<file path="src/common/dcfd_pkg.sv">
// dcfd_pkg: addresses, field positions, erased values and decode tables of the configuration fuse decoder
// assumes a single clock domain; the table port carries 24-bit program addresses
package dcfd_pkg;
    // configuration space and register addresses
    localparam logic [23:0] CFG_SPACE_LO = 24'h800000;
    localparam logic [23:0] CFG_SPACE_HI = 24'hFFFFFF;
    localparam logic [23:0] CFG_BASE = 24'hF80000;
    localparam int NUM_CFG = 8;
    localparam logic [2:0] IDX_BOOT = 3'h0;
    localparam logic [2:0] IDX_SECURE = 3'h1;
    localparam logic [2:0] IDX_GENERAL = 3'h2;
    localparam logic [2:0] IDX_OSC_SRC = 3'h3;
    localparam logic [2:0] IDX_OSC_MODE = 3'h4;
    localparam logic [2:0] IDX_WATCHDOG = 3'h5;
    localparam logic [2:0] IDX_POR_TIMER = 3'h6;
    localparam logic [2:0] IDX_DEBUG = 3'h7;
    // erased byte and the fixed-one (reserved) mask of the power-on timer register
    localparam logic [7:0] ERASED = 8'hFF;
    localparam logic [7:0] FIXED_ONE_POR = 8'hE0;
    // implemented bit masks; unimplemented bits read as zero
    localparam logic [7:0] MASK_BOOT = 8'hCF;
    localparam logic [7:0] MASK_SECURE = 8'hCF;
    localparam logic [7:0] MASK_GENERAL = 8'h07;
    localparam logic [7:0] MASK_OSC_SRC = 8'h87;
    localparam logic [7:0] MASK_OSC_MODE = 8'hE7;
    localparam logic [7:0] MASK_WATCHDOG = 8'hDF;
    localparam logic [7:0] MASK_POR_TIMER = 8'hF7;
    localparam logic [7:0] MASK_DEBUG = 8'hE3;
    // segment end addresses
    localparam logic [23:0] SEG_END_1K = 24'h0007FE;
    localparam logic [23:0] SEG_END_4K = 24'h001FFE;
    localparam logic [23:0] SEG_END_8K = 24'h003FFE;
    localparam logic [23:0] SEG_END_16K = 24'h007FFE;
    // ram protection sizes in bytes
    localparam logic [12:0] RAM_128 = 13'h0080;
    localparam logic [12:0] RAM_256 = 13'h0100;
    localparam logic [12:0] RAM_1024 = 13'h0400;
    localparam logic [12:0] RAM_4096 = 13'h1000;
    // security levels
    typedef enum logic [1:0] {SEC_NONE = 2'h0, SEC_STANDARD = 2'h1, SEC_HIGH = 2'h2} dcfd_sec_t;
    // watchdog prescale ratios
    localparam logic [7:0] WDT_PRE_128 = 8'h80;
    localparam logic [7:0] WDT_PRE_32 = 8'h20;
    // power-on timer: 2 ms base figure and the clock rate
    localparam int POR_BASE_MS = 2;
    localparam int CLK_HZ = 25000000;
    localparam int POR_BASE_CYCLES = POR_BASE_MS * (CLK_HZ / 1000);
    // oscillator source codes
    localparam logic [2:0] OSC_FRC_POST = 3'h7;
    localparam logic [2:0] OSC_FRC_DIV16 = 3'h6;
    localparam logic [2:0] OSC_LOW_POWER_INTERNAL_RC = 3'h5;
    localparam logic [2:0] OSC_SECONDARY = 3'h4;
    localparam logic [2:0] OSC_PRI_PLL = 3'h3;
    localparam logic [2:0] OSC_PRIMARY = 3'h2;
    localparam logic [2:0] OSC_FRC_PLL = 3'h1;
    localparam logic [2:0] OSC_FRC = 3'h0;
    // primary oscillator modes
    localparam logic [1:0] PMODE_OFF = 2'h3;
    localparam logic [1:0] PMODE_HS = 2'h2;
    localparam logic [1:0] PMODE_XT = 2'h1;
    localparam logic [1:0] PMODE_EC = 2'h0;
endpackage : dcfd_pkg

</file>
<file path="src/rtl/dcfd_fuse_byte.sv">
// dcfd_fuse_byte: one configuration byte with write-once-per-power-cycle bits
// assumes power_rst is the power-on reset only; device resets do not clear the lock
`timescale 1ns/100ps
module dcfd_fuse_byte #(
    parameter logic [7:0] IMPL_MASK = 8'hFF,
    parameter logic [7:0] FIXED_ONE = 8'h00
) (
    // clock and power-on reset
    input wire logic clk,
    input wire logic power_rst,
    // table write strobe and data
    input wire logic wr_en,
    input wire logic [7:0] wr_data,
    // stored value
    output logic [7:0] value
);
    import dcfd_pkg::*;

    // state: the byte and a per-bit written flag
    typedef struct packed {
        logic [7:0] bits_reg;
        logic [7:0] done_reg;
    } dcfd_fb_state_t;

    dcfd_fb_state_t st_reg;
    dcfd_fb_state_t st_next;

    // each bit takes the first write only; later writes this power cycle are dropped
    always_comb begin
        st_next = st_reg;
        if (wr_en) begin
            st_next.bits_reg = (st_reg.bits_reg & st_reg.done_reg) | (wr_data & ~st_reg.done_reg);
            st_next.done_reg = 8'hFF;
        end
    end

    // erased state presents all ones
    always_ff @(posedge clk or posedge power_rst) begin
        if (power_rst) begin
            st_reg <= '{bits_reg: ERASED, done_reg: 8'h00};
        end else begin
            st_reg <= st_next;
        end
    end

    // reserved bits read one, unimplemented bits read zero
    assign value = (st_reg.bits_reg | FIXED_ONE) & IMPL_MASK;

    written_once_a: assert property (@(posedge clk) disable iff (power_rst)
        $past(st_reg.done_reg[0]) |-> st_reg.bits_reg[0] == $past(st_reg.bits_reg[0]))
        else $error("fuse bit changed after first write");
endmodule : dcfd_fuse_byte

</file>
<file path="src/rtl/dcfd_fuse_decoder.sv">
// dcfd_fuse_decoder: configuration bytes behind a table read/write port, decoded into device settings
// assumes POWER_RESET marks power cycles, RESET marks device resets; table strobes are synchronous
//
// Operation
// - programmed bit reads 0, erased reads 1
// - bytes at 0xF80000, table access only
// - each bit writable once per power cycle
// - boot segment size, security, write protect decode
// - boot RAM size decode 128/256/1024
// - secure segment size, security, write protect decode
// - secure RAM size decode, minus boot RAM
// - general segment code and write protect
// - two-speed start on fast RC, then switch
// - initial oscillator source, eight choices
// - clock switching and fail-safe monitor modes
// - pin remap lock allows one reconfiguration
// - second osc pin clock out or GPIO
// - primary oscillator mode decode
// - watchdog always on overrides software enable
// - watchdog window bit: 1 non-window, 0 windowed
// - watchdog prescaler 128 when set, 32 cleared
// - watchdog postscaler top codes 32768 and 16384
// - power-on timer 2..128 ms, 000 disabled
// - two-wire bus primary or alternate pins
// - test access port enable bit
// - debug channel pin pair select
// - lowest postscaler code gives 1:1
`timescale 1ns/100ps
module dcfd_fuse_decoder #(
    parameter int POR_BASE_CYCLES = dcfd_pkg::POR_BASE_CYCLES
) (
    // clock and resets
    input wire logic SYS_CLK,
    input wire logic RESET,
    input wire logic POWER_RESET,
    // table access port
    input wire logic TBL_RD,
    input wire logic TBL_WR,
    input wire logic [23:0] TBL_ADDR,
    input wire logic [7:0] TBL_WDATA,
    output logic [7:0] TBL_RDATA,
    output logic TBL_RVALID,
    output logic TBL_HIT,
    // runtime inputs
    input wire logic SOFT_WATCHDOG_ENABLE,
    input wire logic SELECTED_OSC_READY,
    input wire logic [2:0] REMAP_COUNT_IN,
    // boot segment
    output logic [23:0] BOOT_SEGMENT_END,
    output dcfd_pkg::dcfd_sec_t BOOT_SECURITY,
    output logic BOOT_WRITE_PROTECTED,
    output logic [12:0] BOOT_RAM_BYTES,
    // secure segment
    output logic [23:0] SECURE_SEGMENT_END,
    output dcfd_pkg::dcfd_sec_t SECURE_SECURITY,
    output logic SECURE_WRITE_PROTECTED,
    output logic [12:0] SECURE_RAM_BYTES,
    // general segment
    output dcfd_pkg::dcfd_sec_t GENERAL_SECURITY,
    output logic GENERAL_WRITE_PROTECTED,
    // oscillator
    output logic [2:0] ACTIVE_OSC_SOURCE,
    output logic [2:0] INITIAL_OSC_SOURCE,
    output logic TWO_SPEED_ACTIVE,
    output logic CLOCK_SWITCH_ENABLE,
    output logic FAIL_SAFE_MONITOR_ENABLE,
    output logic [1:0] PRIMARY_OSC_MODE,
    output logic SECOND_OSC_PIN_CLKOUT,
    output logic SECOND_OSC_PIN_GPIO,
    output logic PIN_REMAP_ALLOWED,
    // watchdog
    output logic WATCHDOG_RUN,
    output logic WATCHDOG_WINDOWED,
    output logic [7:0] WATCHDOG_PRESCALE,
    output logic [15:0] WATCHDOG_POSTSCALE_M1,
    // power-on timer, buses, debug
    output logic POWER_ON_TIMER_BUSY,
    output logic ALT_TWO_WIRE_PINS,
    output logic TEST_PORT_ENABLE,
    output logic [1:0] DEBUG_CHANNEL_PAIR,
    output logic DEBUG_CHANNEL_RESERVED
);
    import dcfd_pkg::*;

    // per-byte implemented and fixed masks, indexed by register number
    localparam logic [7:0] IMPL_MASKS [NUM_CFG] = '{MASK_BOOT, MASK_SECURE, MASK_GENERAL, MASK_OSC_SRC,
        MASK_OSC_MODE, MASK_WATCHDOG, MASK_POR_TIMER, MASK_DEBUG};
    localparam logic [7:0] FIXED_MASKS [NUM_CFG] = '{8'h00, 8'h00, 8'h00, 8'h00, 8'h00, 8'h00,
        FIXED_ONE_POR, 8'h00};

    // decoded settings snapshot
    typedef struct packed {
        logic [7:0] rdata_reg;
        logic rvalid_reg;
        logic hit_reg;
        logic [23:0] boot_end_reg;
        dcfd_sec_t boot_sec_reg;
        logic boot_wp_reg;
        logic [12:0] boot_ram_reg;
        logic [23:0] sec_end_reg;
        dcfd_sec_t sec_sec_reg;
        logic sec_wp_reg;
        logic [12:0] sec_ram_reg;
        dcfd_sec_t gen_sec_reg;
        logic gen_wp_reg;
        logic [2:0] init_osc_reg;
        logic [2:0] act_osc_reg;
        logic two_speed_reg;
        logic two_speed_on_reg;
        logic sw_en_reg;
        logic fscm_reg;
        logic [1:0] pmode_reg;
        logic clkout_reg;
        logic gpio_reg;
        logic remap_once_reg;
        logic remap_ok_reg;
        logic wdt_always_reg;
        logic wdt_run_reg;
        logic wdt_win_reg;
        logic [7:0] wdt_pre_reg;
        logic [15:0] wdt_post_reg;
        logic [2:0] por_code_reg;
        logic alt_bus_reg;
        logic test_en_reg;
        logic [1:0] dbg_pair_reg;
        logic dbg_rsvd_reg;
        logic start_reg;
    } dcfd_state_t;

    dcfd_state_t st_reg;
    dcfd_state_t st_next;

    // byte storage and address decode
    logic [7:0] cfg [NUM_CFG];
    logic in_cfg_space;
    logic in_map;
    logic [2:0] idx;
    logic timer_busy;

    // configuration space is reached only through this table port
    assign in_cfg_space = (TBL_ADDR >= CFG_SPACE_LO) && (TBL_ADDR <= CFG_SPACE_HI);
    assign in_map = in_cfg_space && (TBL_ADDR[23:4] == CFG_BASE[23:4]) && !TBL_ADDR[0];
    assign idx = TBL_ADDR[3:1];

    // one write-once byte per register
    genvar gi;
    generate
        for (gi = 0; gi < NUM_CFG; gi++) begin : g_byte
            dcfd_fuse_byte #(
                .IMPL_MASK(IMPL_MASKS[gi]),
                .FIXED_ONE(FIXED_MASKS[gi])
            ) u_byte (
                .clk(SYS_CLK),
                .power_rst(POWER_RESET),
                .wr_en(TBL_WR && in_map && idx == 3'(gi)),
                .wr_data(TBL_WDATA),
                .value(cfg[gi])
            );
        end
    endgenerate

    // power-on delay after device reset release
    dcfd_por_timer #(
        .BASE_CYCLES(POR_BASE_CYCLES)
    ) u_por (
        .clk(SYS_CLK),
        .rst(RESET),
        .start(st_reg.start_reg),
        .code(cfg[IDX_POR_TIMER][2:0]),
        .busy(timer_busy)
    );

    // next-state: table read answers, decode captured only in the cycle after reset release
    always_comb begin
        st_next = st_reg;
        st_next.start_reg = 1'b0;
        // table read: one-cycle answer, unmapped config space reads zero
        st_next.rvalid_reg = TBL_RD;
        st_next.hit_reg = TBL_RD && in_map;
        if (TBL_RD && in_map) begin
            st_next.rdata_reg = cfg[idx];
        end else if (TBL_RD) begin
            st_next.rdata_reg = 8'h00;
        end
        if (st_reg.start_reg) begin
            // boot segment
            case (cfg[IDX_BOOT][2:1])
                2'h3: st_next.boot_end_reg = 24'h000000;
                2'h2: st_next.boot_end_reg = SEG_END_1K;
                2'h1: st_next.boot_end_reg = SEG_END_4K;
                default: st_next.boot_end_reg = SEG_END_8K;
            endcase
            st_next.boot_sec_reg = (cfg[IDX_BOOT][2:1] == 2'h3) ? SEC_NONE :
                (cfg[IDX_BOOT][3] ? SEC_STANDARD : SEC_HIGH);
            st_next.boot_wp_reg = !cfg[IDX_BOOT][0];
            case (cfg[IDX_BOOT][7:6])
                2'h3: st_next.boot_ram_reg = 13'h0000;
                2'h2: st_next.boot_ram_reg = RAM_128;
                2'h1: st_next.boot_ram_reg = RAM_256;
                default: st_next.boot_ram_reg = RAM_1024;
            endcase
            // secure segment
            case (cfg[IDX_SECURE][2:1])
                2'h3: st_next.sec_end_reg = 24'h000000;
                2'h2: st_next.sec_end_reg = SEG_END_4K;
                2'h1: st_next.sec_end_reg = SEG_END_8K;
                default: st_next.sec_end_reg = SEG_END_16K;
            endcase
            st_next.sec_sec_reg = (cfg[IDX_SECURE][2:1] == 2'h3) ? SEC_NONE :
                (cfg[IDX_SECURE][3] ? SEC_STANDARD : SEC_HIGH);
            st_next.sec_wp_reg = !cfg[IDX_SECURE][0];
            // secure ram is the size less the boot ram; code 01 taken as 2048
            case (cfg[IDX_SECURE][7:6])
                2'h3: st_next.sec_ram_reg = 13'h0000;
                2'h2: st_next.sec_ram_reg = RAM_256 - st_next.boot_ram_reg;
                2'h1: st_next.sec_ram_reg = 13'h0800 - st_next.boot_ram_reg;
                default: st_next.sec_ram_reg = RAM_4096 - st_next.boot_ram_reg;
            endcase
            // general segment
            case (cfg[IDX_GENERAL][2:1])
                2'h3: st_next.gen_sec_reg = SEC_NONE;
                2'h2: st_next.gen_sec_reg = SEC_STANDARD;
                default: st_next.gen_sec_reg = SEC_HIGH;
            endcase
            st_next.gen_wp_reg = !cfg[IDX_GENERAL][0];
            // oscillator source
            st_next.init_osc_reg = cfg[IDX_OSC_SRC][2:0];
            st_next.two_speed_reg = cfg[IDX_OSC_SRC][7];
            st_next.two_speed_on_reg = cfg[IDX_OSC_SRC][7];
            st_next.act_osc_reg = cfg[IDX_OSC_SRC][7] ? OSC_FRC : cfg[IDX_OSC_SRC][2:0];
            // oscillator mode
            st_next.sw_en_reg = !cfg[IDX_OSC_MODE][7];
            st_next.fscm_reg = (cfg[IDX_OSC_MODE][7:6] == 2'h0);
            st_next.remap_once_reg = cfg[IDX_OSC_MODE][5];
            st_next.pmode_reg = cfg[IDX_OSC_MODE][1:0];
            // second pin only free when not a crystal mode
            if (cfg[IDX_OSC_MODE][1:0] == PMODE_HS || cfg[IDX_OSC_MODE][1:0] == PMODE_XT) begin
                st_next.clkout_reg = 1'b0;
                st_next.gpio_reg = 1'b0;
            end else begin
                st_next.clkout_reg = cfg[IDX_OSC_MODE][2];
                st_next.gpio_reg = !cfg[IDX_OSC_MODE][2];
            end
            // watchdog
            st_next.wdt_always_reg = cfg[IDX_WATCHDOG][7];
            st_next.wdt_win_reg = !cfg[IDX_WATCHDOG][6];
            st_next.wdt_pre_reg = cfg[IDX_WATCHDOG][4] ? WDT_PRE_128 : WDT_PRE_32;
            st_next.wdt_post_reg = (16'h0001 << cfg[IDX_WATCHDOG][3:0]) - 16'h0001;
            // power-on timer, buses, debug
            st_next.por_code_reg = cfg[IDX_POR_TIMER][2:0];
            st_next.alt_bus_reg = !cfg[IDX_POR_TIMER][4];
            st_next.test_en_reg = cfg[IDX_DEBUG][5];
            st_next.dbg_pair_reg = 2'h3 - cfg[IDX_DEBUG][1:0];
            st_next.dbg_rsvd_reg = (cfg[IDX_DEBUG][1:0] == 2'h0);
        end
        // two-speed start hands over once the selected source is ready
        if (st_reg.two_speed_on_reg && SELECTED_OSC_READY && !st_reg.start_reg) begin
            st_next.two_speed_on_reg = 1'b0;
            st_next.act_osc_reg = st_reg.init_osc_reg;
        end
        // watchdog forced on, or left to software
        st_next.wdt_run_reg = st_reg.wdt_always_reg || SOFT_WATCHDOG_ENABLE;
        // remap lock: after one reconfiguration no more are allowed
        st_next.remap_ok_reg = !st_reg.remap_once_reg || (REMAP_COUNT_IN == 3'h0);
    end

    // device reset clears the snapshot; it is refilled on release and held until next reset, except the read answer, osc handover, watchdog run and remap flags
    always_ff @(posedge SYS_CLK or posedge RESET) begin
        if (RESET) begin
            st_reg <= '0;
            st_reg.start_reg <= 1'b1;
        end else begin
            st_reg <= st_next;
        end
    end

    // outputs straight from flip-flops
    assign TBL_RDATA = st_reg.rdata_reg;
    assign TBL_RVALID = st_reg.rvalid_reg;
    assign TBL_HIT = st_reg.hit_reg;
    assign BOOT_SEGMENT_END = st_reg.boot_end_reg;
    assign BOOT_SECURITY = st_reg.boot_sec_reg;
    assign BOOT_WRITE_PROTECTED = st_reg.boot_wp_reg;
    assign BOOT_RAM_BYTES = st_reg.boot_ram_reg;
    assign SECURE_SEGMENT_END = st_reg.sec_end_reg;
    assign SECURE_SECURITY = st_reg.sec_sec_reg;
    assign SECURE_WRITE_PROTECTED = st_reg.sec_wp_reg;
    assign SECURE_RAM_BYTES = st_reg.sec_ram_reg;
    assign GENERAL_SECURITY = st_reg.gen_sec_reg;
    assign GENERAL_WRITE_PROTECTED = st_reg.gen_wp_reg;
    assign ACTIVE_OSC_SOURCE = st_reg.act_osc_reg;
    assign INITIAL_OSC_SOURCE = st_reg.init_osc_reg;
    assign TWO_SPEED_ACTIVE = st_reg.two_speed_on_reg;
    assign CLOCK_SWITCH_ENABLE = st_reg.sw_en_reg;
    assign FAIL_SAFE_MONITOR_ENABLE = st_reg.fscm_reg;
    assign PRIMARY_OSC_MODE = st_reg.pmode_reg;
    assign SECOND_OSC_PIN_CLKOUT = st_reg.clkout_reg;
    assign SECOND_OSC_PIN_GPIO = st_reg.gpio_reg;
    assign PIN_REMAP_ALLOWED = st_reg.remap_ok_reg;
    assign WATCHDOG_RUN = st_reg.wdt_run_reg;
    assign WATCHDOG_WINDOWED = st_reg.wdt_win_reg;
    assign WATCHDOG_PRESCALE = st_reg.wdt_pre_reg;
    assign WATCHDOG_POSTSCALE_M1 = st_reg.wdt_post_reg;
    assign POWER_ON_TIMER_BUSY = timer_busy;
    assign ALT_TWO_WIRE_PINS = st_reg.alt_bus_reg;
    assign TEST_PORT_ENABLE = st_reg.test_en_reg;
    assign DEBUG_CHANNEL_PAIR = st_reg.dbg_pair_reg;
    assign DEBUG_CHANNEL_RESERVED = st_reg.dbg_rsvd_reg;

    // checks
    read_erased_a: assert property (@(posedge SYS_CLK) disable iff (RESET || POWER_RESET)
        TBL_RD && !TBL_WR && in_map && cfg[idx] == IMPL_MASKS[idx] |=> TBL_RDATA == IMPL_MASKS[$past(idx)])
        else $error("erased byte did not read back as ones");
    outside_space_a: assert property (@(posedge SYS_CLK) disable iff (RESET)
        TBL_RD && !in_cfg_space |=> !TBL_HIT && TBL_RDATA == 8'h00)
        else $error("read outside configuration space hit a byte");
    settings_held_a: assert property (@(posedge SYS_CLK) disable iff (RESET)
        !st_reg.start_reg && !$past(st_reg.start_reg) |-> $stable(BOOT_SEGMENT_END) && $stable(WATCHDOG_PRESCALE))
        else $error("settings changed outside device reset");
    boot_none_a: assert property (@(posedge SYS_CLK) disable iff (RESET)
        st_reg.start_reg && cfg[IDX_BOOT][2:1] == 2'h3 |=> BOOT_SEGMENT_END == 24'h000000 && BOOT_SECURITY == SEC_NONE)
        else $error("boot segment not empty for x11");
    two_speed_a: assert property (@(posedge SYS_CLK) disable iff (RESET)
        st_reg.start_reg && cfg[IDX_OSC_SRC][7] |=> ACTIVE_OSC_SOURCE == OSC_FRC)
        else $error("two-speed start not on fast rc");
    wdt_forced_a: assert property (@(posedge SYS_CLK) disable iff (RESET)
        st_reg.wdt_always_reg |=> WATCHDOG_RUN)
        else $error("watchdog stopped while forced on");
    fscm_mode_a: assert property (@(posedge SYS_CLK) disable iff (RESET)
        FAIL_SAFE_MONITOR_ENABLE |-> CLOCK_SWITCH_ENABLE)
        else $error("fail-safe monitor without clock switching");
    debug_pair_a: assert property (@(posedge SYS_CLK) disable iff (RESET)
        st_reg.start_reg && cfg[IDX_DEBUG][1:0] == 2'h3 |=> DEBUG_CHANNEL_PAIR == 2'h0)
        else $error("debug code 11 not on pair 1");
    post_top_a: assert property (@(posedge SYS_CLK) disable iff (RESET)
        st_reg.start_reg && cfg[IDX_WATCHDOG][3:0] == 4'hF |=> WATCHDOG_POSTSCALE_M1 == 16'h7FFF)
        else $error("postscale 1111 not 32768");
    cover_write_c: cover property (@(posedge SYS_CLK) TBL_WR && in_map);
    cover_switch_c: cover property (@(posedge SYS_CLK) $fell(TWO_SPEED_ACTIVE));
    cover_timer_c: cover property (@(posedge SYS_CLK) $fell(POWER_ON_TIMER_BUSY));
endmodule : dcfd_fuse_decoder

</file>
<file path="src/rtl/dcfd_por_timer.sv">
// dcfd_por_timer: counts the power-on delay chosen by the timer field
// assumes start is a one-cycle pulse at device reset release
`timescale 1ns/100ps
module dcfd_por_timer #(
    parameter int BASE_CYCLES = dcfd_pkg::POR_BASE_CYCLES
) (
    // clock and reset
    input wire logic clk,
    input wire logic rst,
    // start pulse and delay code
    input wire logic start,
    input wire logic [2:0] code,
    // delay still running
    output logic busy
);
    import dcfd_pkg::*;

    typedef struct packed {
        logic [31:0] cnt_reg;
        logic busy_reg;
    } dcfd_pt_state_t;

    dcfd_pt_state_t st_reg;
    dcfd_pt_state_t st_next;

    // code 001 is 2 ms, each step doubles up to 128 ms; 000 means no delay
    always_comb begin
        st_next = st_reg;
        if (start) begin
            if (code == 3'h0) begin
                st_next.busy_reg = 1'b0;
            end else begin
                st_next.cnt_reg = 32'(BASE_CYCLES) << (code - 3'h1);
                st_next.busy_reg = 1'b1;
            end
        end else if (st_reg.busy_reg) begin
            st_next.cnt_reg = st_reg.cnt_reg - 32'h1;
            if (st_reg.cnt_reg <= 32'h1) begin
                st_next.busy_reg = 1'b0;
            end
        end
    end

    always_ff @(posedge clk or posedge rst) begin
        if (rst) begin
            st_reg <= '{cnt_reg: 32'h0, busy_reg: 1'b1};
        end else begin
            st_reg <= st_next;
        end
    end

    assign busy = st_reg.busy_reg;

    disabled_timer_a: assert property (@(posedge clk) disable iff (rst)
        start && code == 3'h0 |=> !busy)
        else $error("disabled power-on timer still busy");
endmodule : dcfd_por_timer

</file>
<file path="config.mk">
export PLATFORM = sky130hd
export DESIGN_NAME = dcfd_fuse_decoder
export DESIGN_NICKNAME = d
export VERILOG_FILES = /design/src/common/dcfd_pkg.sv /design/src/rtl/dcfd_fuse_byte.sv /design/src/rtl/dcfd_fuse_decoder.sv /design/src/rtl/dcfd_por_timer.sv
export SDC_FILE = /design/constraint.sdc
export NUM_CORES = 1
export LEC_CHECK = 0
export BUFFER_PORTS_ARGS = -buffer_cell sky130_fd_sc_hd__buf_2
export CAP_MARGIN = 5
export CORE_MARGIN = 4
export CORE_UTILIZATION = 54
export CTS_CLUSTER_SIZE = 8
export DETAILED_ROUTE_END_ITERATION = 8
export PLACE_DENSITY = 0.86
export SLEW_MARGIN = 10
export SYNTH_ARGS = -nofsm -noshare
export SYNTH_HDL_FRONTEND = slang
export SYNTH_SLANG_ARGS = --single-unit
</file>
<file path="constraint.sdc">
create_clock -name SYS_CLK -period 4.5 [get_ports SYS_CLK]
set_input_delay 0.675 -clock SYS_CLK [delete_from_list [all_inputs] [get_ports SYS_CLK]]
set_output_delay 0.675 -clock SYS_CLK [all_outputs]
set_load 0.02 [all_outputs]
</file>
## Yosys cells after proc, flatten, opt, wreduce, memory -nomap -nowiden

Index checks and enable logic that the tools add are counted.

| cells by class | value |
|---|---|
| bitwise logic cells | 33 |
| reduce and logical (&&, ||, !) cells | 37 |
| equality and inequality tests | 25 |
| add/subtract/negate cells | 7 |
| order comparisons | 4 |
| shifts and indexed selects | 2 |
| mux-type cells | 26 |

Operators with widths:

| cell | number |
|---|---|
| $and A8 B8 Y8 | 16 |
| $mux W33 | 2 |
| $not A8 Y8 | 8 |
| $or A8 B8 Y8 | 8 |
| $pmux W15 S3 | 1 |
| $pmux W14 S3 | 1 |
| $mux W8 | 5 |
| $pmux W13 S3 | 1 |
| $pmux W11 S3 | 1 |
| $le A32 B1 Y1 const B | 1 |
| $mux W32 | 1 |
| $shl A16 B3 Y32 const A | 1 |
| $sub A32 B1 Y32 const B | 1 |
| $bmux W8 S3 | 1 |
| $ge A24 B24 Y1 const B | 1 |
| $le A24 B24 Y1 const B | 1 |
| $eq A2 B2 Y1 const B | 11 |
| $eq A20 B20 Y1 const B | 1 |
| $shl A1 B4 Y16 const A | 1 |
| $sub A16 B1 Y16 const B | 1 |
| $logic_and A1 B1 Y1 | 15 |
| $mux W13 | 1 |
| $sub A12 B13 Y13 const A | 1 |
| $sub A13 B13 Y13 const A | 1 |
| 21 further kinds | 52 |

| word-level totals | value |
|---|---|
| flip-flop bits (word level) | 228 |
| logic and storage cells | 186 |
| input bits | 42 |
| output and inout bits | 139 |

## Longest topological paths before layout

| logic depth | value |
|---|---|
| depth in word-level cells | 6 |
| mapped depth | 9 |
| mapped depth without buffers | 7 |

## Modules after synthesis

From an unflattened synthesis, not the netlist that was laid out.

| unflattened totals | value |
|---|---|
| cells, all modules | 910 |
| area total of the unflattened synthesis | 9,638.0 um^2 |

Modules (own cells, without submodules):

| module | cells each | times used | seq. area each (um^2) | area each (um^2) |
|---|---|---|---|---|
| dcfd_fuse_decoder | 471 | 1 | 1,903.1 | 4,803.4 |
| dcfd_por_timer | 248 | 1 | 827.0 | 2,240.9 |
| dcfd_fuse_byte (g_byte[0].u_byte ...) | 26 | 3 | 182.7 | 371.6 |
| dcfd_fuse_byte (g_byte[5].u_byte) | 28 | 1 | 209.0 | 412.9 |
| dcfd_fuse_byte (g_byte[7].u_byte) | 23 | 1 | 156.4 | 300.3 |
| dcfd_fuse_byte (g_byte[6].u_byte) | 22 | 1 | 130.1 | 266.5 |
| dcfd_fuse_byte (g_byte[3].u_byte) | 21 | 1 | 130.1 | 262.8 |
| dcfd_fuse_byte (g_byte[2].u_byte) | 19 | 1 | 103.8 | 236.5 |

## Worst setup path after synthesis

No wires, ideal clock.

| timing path | value |
|---|---|
| kind | in2reg |
| start point | input TBL_ADDR[10] |
| end point | register (tool-made name) |
| path buffers | 1 |
| setup time | 82 ps |
| arrival | 2,687 ps |
| cell stages on the path | 5 |
| data required time | 4,418 ps |
| setup slack | 1,730 ps |
| cell sequence | or4b_1 or4_4 or4_1 buf_6 mux2_4 |

RTL lines:

| element | line | RTL |
|---|---|---|
| start, declared | dcfd_fuse_decoder.sv:39 | `input wire logic [23:0] TBL_ADDR,` |

## Worst setup path after layout

| timing path | value |
|---|---|
| start point | register st_reg[0] in the netlist's numbering |
| end point | register u_por.st_reg[21] in the netlist's numbering |

| on the way | value |
|---|---|
| word-level cells in the longest chain between the ends | 2 |
| elaborated cells on any way between the ends | 4 |
| those cells by class | eq/ne (1); mux (1); reduce/logical (2) |

RTL lines:

| element | line | RTL |
|---|---|---|
| start, declared | dcfd_fuse_decoder.sv:130 | `dcfd_state_t st_reg;` |
| start signal, assigned | dcfd_fuse_decoder.sv:273 | `st_reg <= st_next;` |
| $ne A2 B2 Y1 (no line) / $reduce_bool A2 Y1 (equally long branches) | - |  |
| $reduce_and A2 Y1 (no line) | - |  |
| end signal, assigned | dcfd_por_timer.sv:46 | `st_reg <= '{cnt_reg: 32'h0, busy_reg: 1'b1};` |
| end signal, assigned | dcfd_por_timer.sv:48 | `st_reg <= st_next;` |
| end, declared | dcfd_por_timer.sv:23 | `dcfd_pt_state_t st_reg;` |

Several ways; a longest one is shown, not always the timed one.
A chain may end at the register's enable or synchronous reset.

==> qor.yml <==
logic_synthesis:
  ys_types: 67
  syn_area_per_cell_sq_um: 10.3
  syn-cell-area_sq_um: 8620
  yosys.area_share.xor_xnor: 0.00508
  synth_top_family_by_area: "buffers and inverters"
  yosys_register_bits: 158
  ys.flop_type: "dfrtp_1"
  yosys.area_share.adder: 0.0293
  yosys-mux-area-fraction: 0.108
  synthArstFlopShare: 1.00
  synth-compound-area-share: 0.114
  synth-edff-count: 0
  syn_inst: 834
  yosys.area_share.simple: 0.136
  seq_area_frac_synth: 0.465
  yosysWarnings: 0
global_route:
  use_met1: 0.293
  grt.overflow.total: 0
  grt_busiest_layer: "met2"
  grt_max_degree: 56
  grt_usage: 0.222
  met3_usage: 0.0548
  grtUsageMet2: 0.358
  grt_pass1_wl_mm: 31.7
  antenna_found_initial: 0
  grt_pass1_vias: 6030
routing:
  viasPerCell: 5.71
  num_vias: 6259
  first_pass_iters: 5
  antenna_left: 0
  drt_drc_violations_left: 0
  wl_per_cell_microns: 17.9
  wl_mm: 19.6
  first_iter_violations: 545
finish:
  diodes: 0
  nNetsFinal: 934
  final_common_cell: "buf_2"
  drive_gt1_frac: 0.321
  layout_common_cells: "136 x buf_2, 115 x dfrtp_1, 59 x nor2_1, 46 x nand2_1, 45 x conb_1"
  final_util: 0.606
  syn2layout_area_growth_pct: 8.58
worst_setup_path:
  r2r_start: "st_reg[0]"
  worst_ep_arrival_time_ps: 3020
  critPathMaxFanout: 39
  path_class: "reg2reg"
  start_kind: "flop"
  required_ps: 4840
  critPathLaunch: "st_reg[0]"
  critPathCaptureType: "flop"
power_and_ir_drop:
  leakage_nw: 4.38
  power_density_nw_per_um2: 346
  ir_drop_uv: 296
placed_design:
  place_congestion: 0.863
  port-buffer-count: 136
  dp_hpwl_mm: 14.0
clocking:
  cts-root-buf: "clkbuf_16"
  post_cts_buffers: 0
  cts_made_buffers: 17
  clkLatencyLatePin_ps: 430
  clock-sinks: 158
  ctsHoldBuffers: 0
  cts_resized: 0
  clk_pin_slew_ps: 60
  cts_tree: "built"
  h-tree-depth: 4
  cts_buffer_depth: 2
timing:
  final_hold_viol_count: 0
  fin_skew_ps: 8.89
  finalSetupTns_ps: 0
  finalCritPeriodShare: 0.597
  rsz0062_at_grt: "false"
  setup_viol: 0
  post-route-min-period_ps: 2690
  final_max_slew_viol_count: 0
  relSlewSlack: 0.299
  tightest_slew_ps: 1050
  max_freq_mhz: 372
job:
  maxCapViolCount: 0
floorplan:
  core_sq_um: 15400
  dieArea_sq_um: 18000
  num_rows: 45
  die_h_microns: 134
  start_util: 0.558
  die_w_microns: 134
  ioPinCount: 181
status:
  status: "complete, no violations"
min_path:
  hold_path_class: "in2async"
-- cell usage after synthesis (all sizes together) (3+ instances only) --
cell,instances,area share
buf,133,0.11
dfrtp,115,0.33
nor2,59,0.026
mux2,52,0.072
nand2,46,0.020
a21oi,43,0.025
dfstp,43,0.13
clkbuf,33,0.014
inv,32,0.014
o21ai,22,0.013
mux2i,20,0.023
ha,17,0.025
nand3,16,0.0093
nor3,16,0.0093
nor2b,15,0.011
nor4,12,0.0087
nand2b,11,0.0080
or4,11,0.011
a21o,10,0.0087
nand4,10,0.0073
o31ai,10,0.0087
o211ai,9,0.0078
o22ai,9,0.0065
a31oi,8,0.0058
or3,7,0.0051
o311ai,6,0.0061
mux4,5,0.013
a22o,4,0.0041
and3,3,0.0022
and4,3,0.0031
nand4b,3,0.0031
nor4b,3,0.0038
o2bb2ai,3,0.0031
o32ai,3,0.0031
xor2,3,0.0031
-- metal layers --
metal	vias to the layer above	wire, microns	share of wire
met5	-	0	0
met3	47	1570	0.080
met4	0	480	0.024
li1	2868	-	-
met2	288	9540	0.49
met1	3056	8040	0.41
-- per-stage QoR --
stage	hold slack (ps)	power, mW	cells	setup WS (ps)	instance area [sq um]
2_1_floorplan	417	1.63	878	954	8780
5_1_grt	328	3.35	1097	1620	9360
4_1_cts	293	3.25	1097	1860	9360
6_report	288	3.24	1097	1810	9360
3_5_place_dp	442	1.65	1065	1430	8680
3_3_place_gp	436	1.65	1065	1490	8680
-- report_power, final --
| part | internal, mW | switching [mW] |
|---|---|---|
| combinational | 0.0431 | 0.132 |
| clock | 1.03 | 0.579 |
| sequential | 1.44 | 0.0142 |
-- critical path, stage by stage, from the launching register on --
cell	delay (ps)
dfstp_2	1030
clkinv_1	200
buf_4	300
o21ai_0	650
o22ai_1	170
nor3b_1	230
-- kinds of logic after synthesis --
kind of cell / Yosys count
AOI/OAI and AO/OA: 150
adders and majority gates: 19
and+or+nand+nor: 225
xor gates and xnor gates: 5
DFF: 158
muxes: 77
other: 1
buffers and inverters: 199
-- worst paths after layout --
| kind | end | slack (ps) | cells after the start |
|---|---|---|---|
| worst max-delay path | u_por.st_reg[21] | 1810 | 5 |
| worst min-delay path | WATCHDOG_POSTSCALE_M1[11] | 290 | 2 |
| worst max register to register | u_por.st_reg[21] | 1810 | 5 |
| worst min register to register | g_byte[6].u_byte.st_reg[0] | 460 | 1 |
| max in group asynchronous | u_por.busy | 3330 | 3 |
| min in group SYS_CLK | PIN_REMAP_ALLOWED | 420 | 2 |
-- area by class of cell --
class                   count  area, sq um
fillers                  1267         6070
flip-flops and latches    158         4010
multi-input cells         521         3560
repair buffers            142          726
clock buffers              20          467
well taps                 211          264
clock inverters            12          206
inverters                  33          126
No activity file was read; power rests on OpenSTA's default activity.
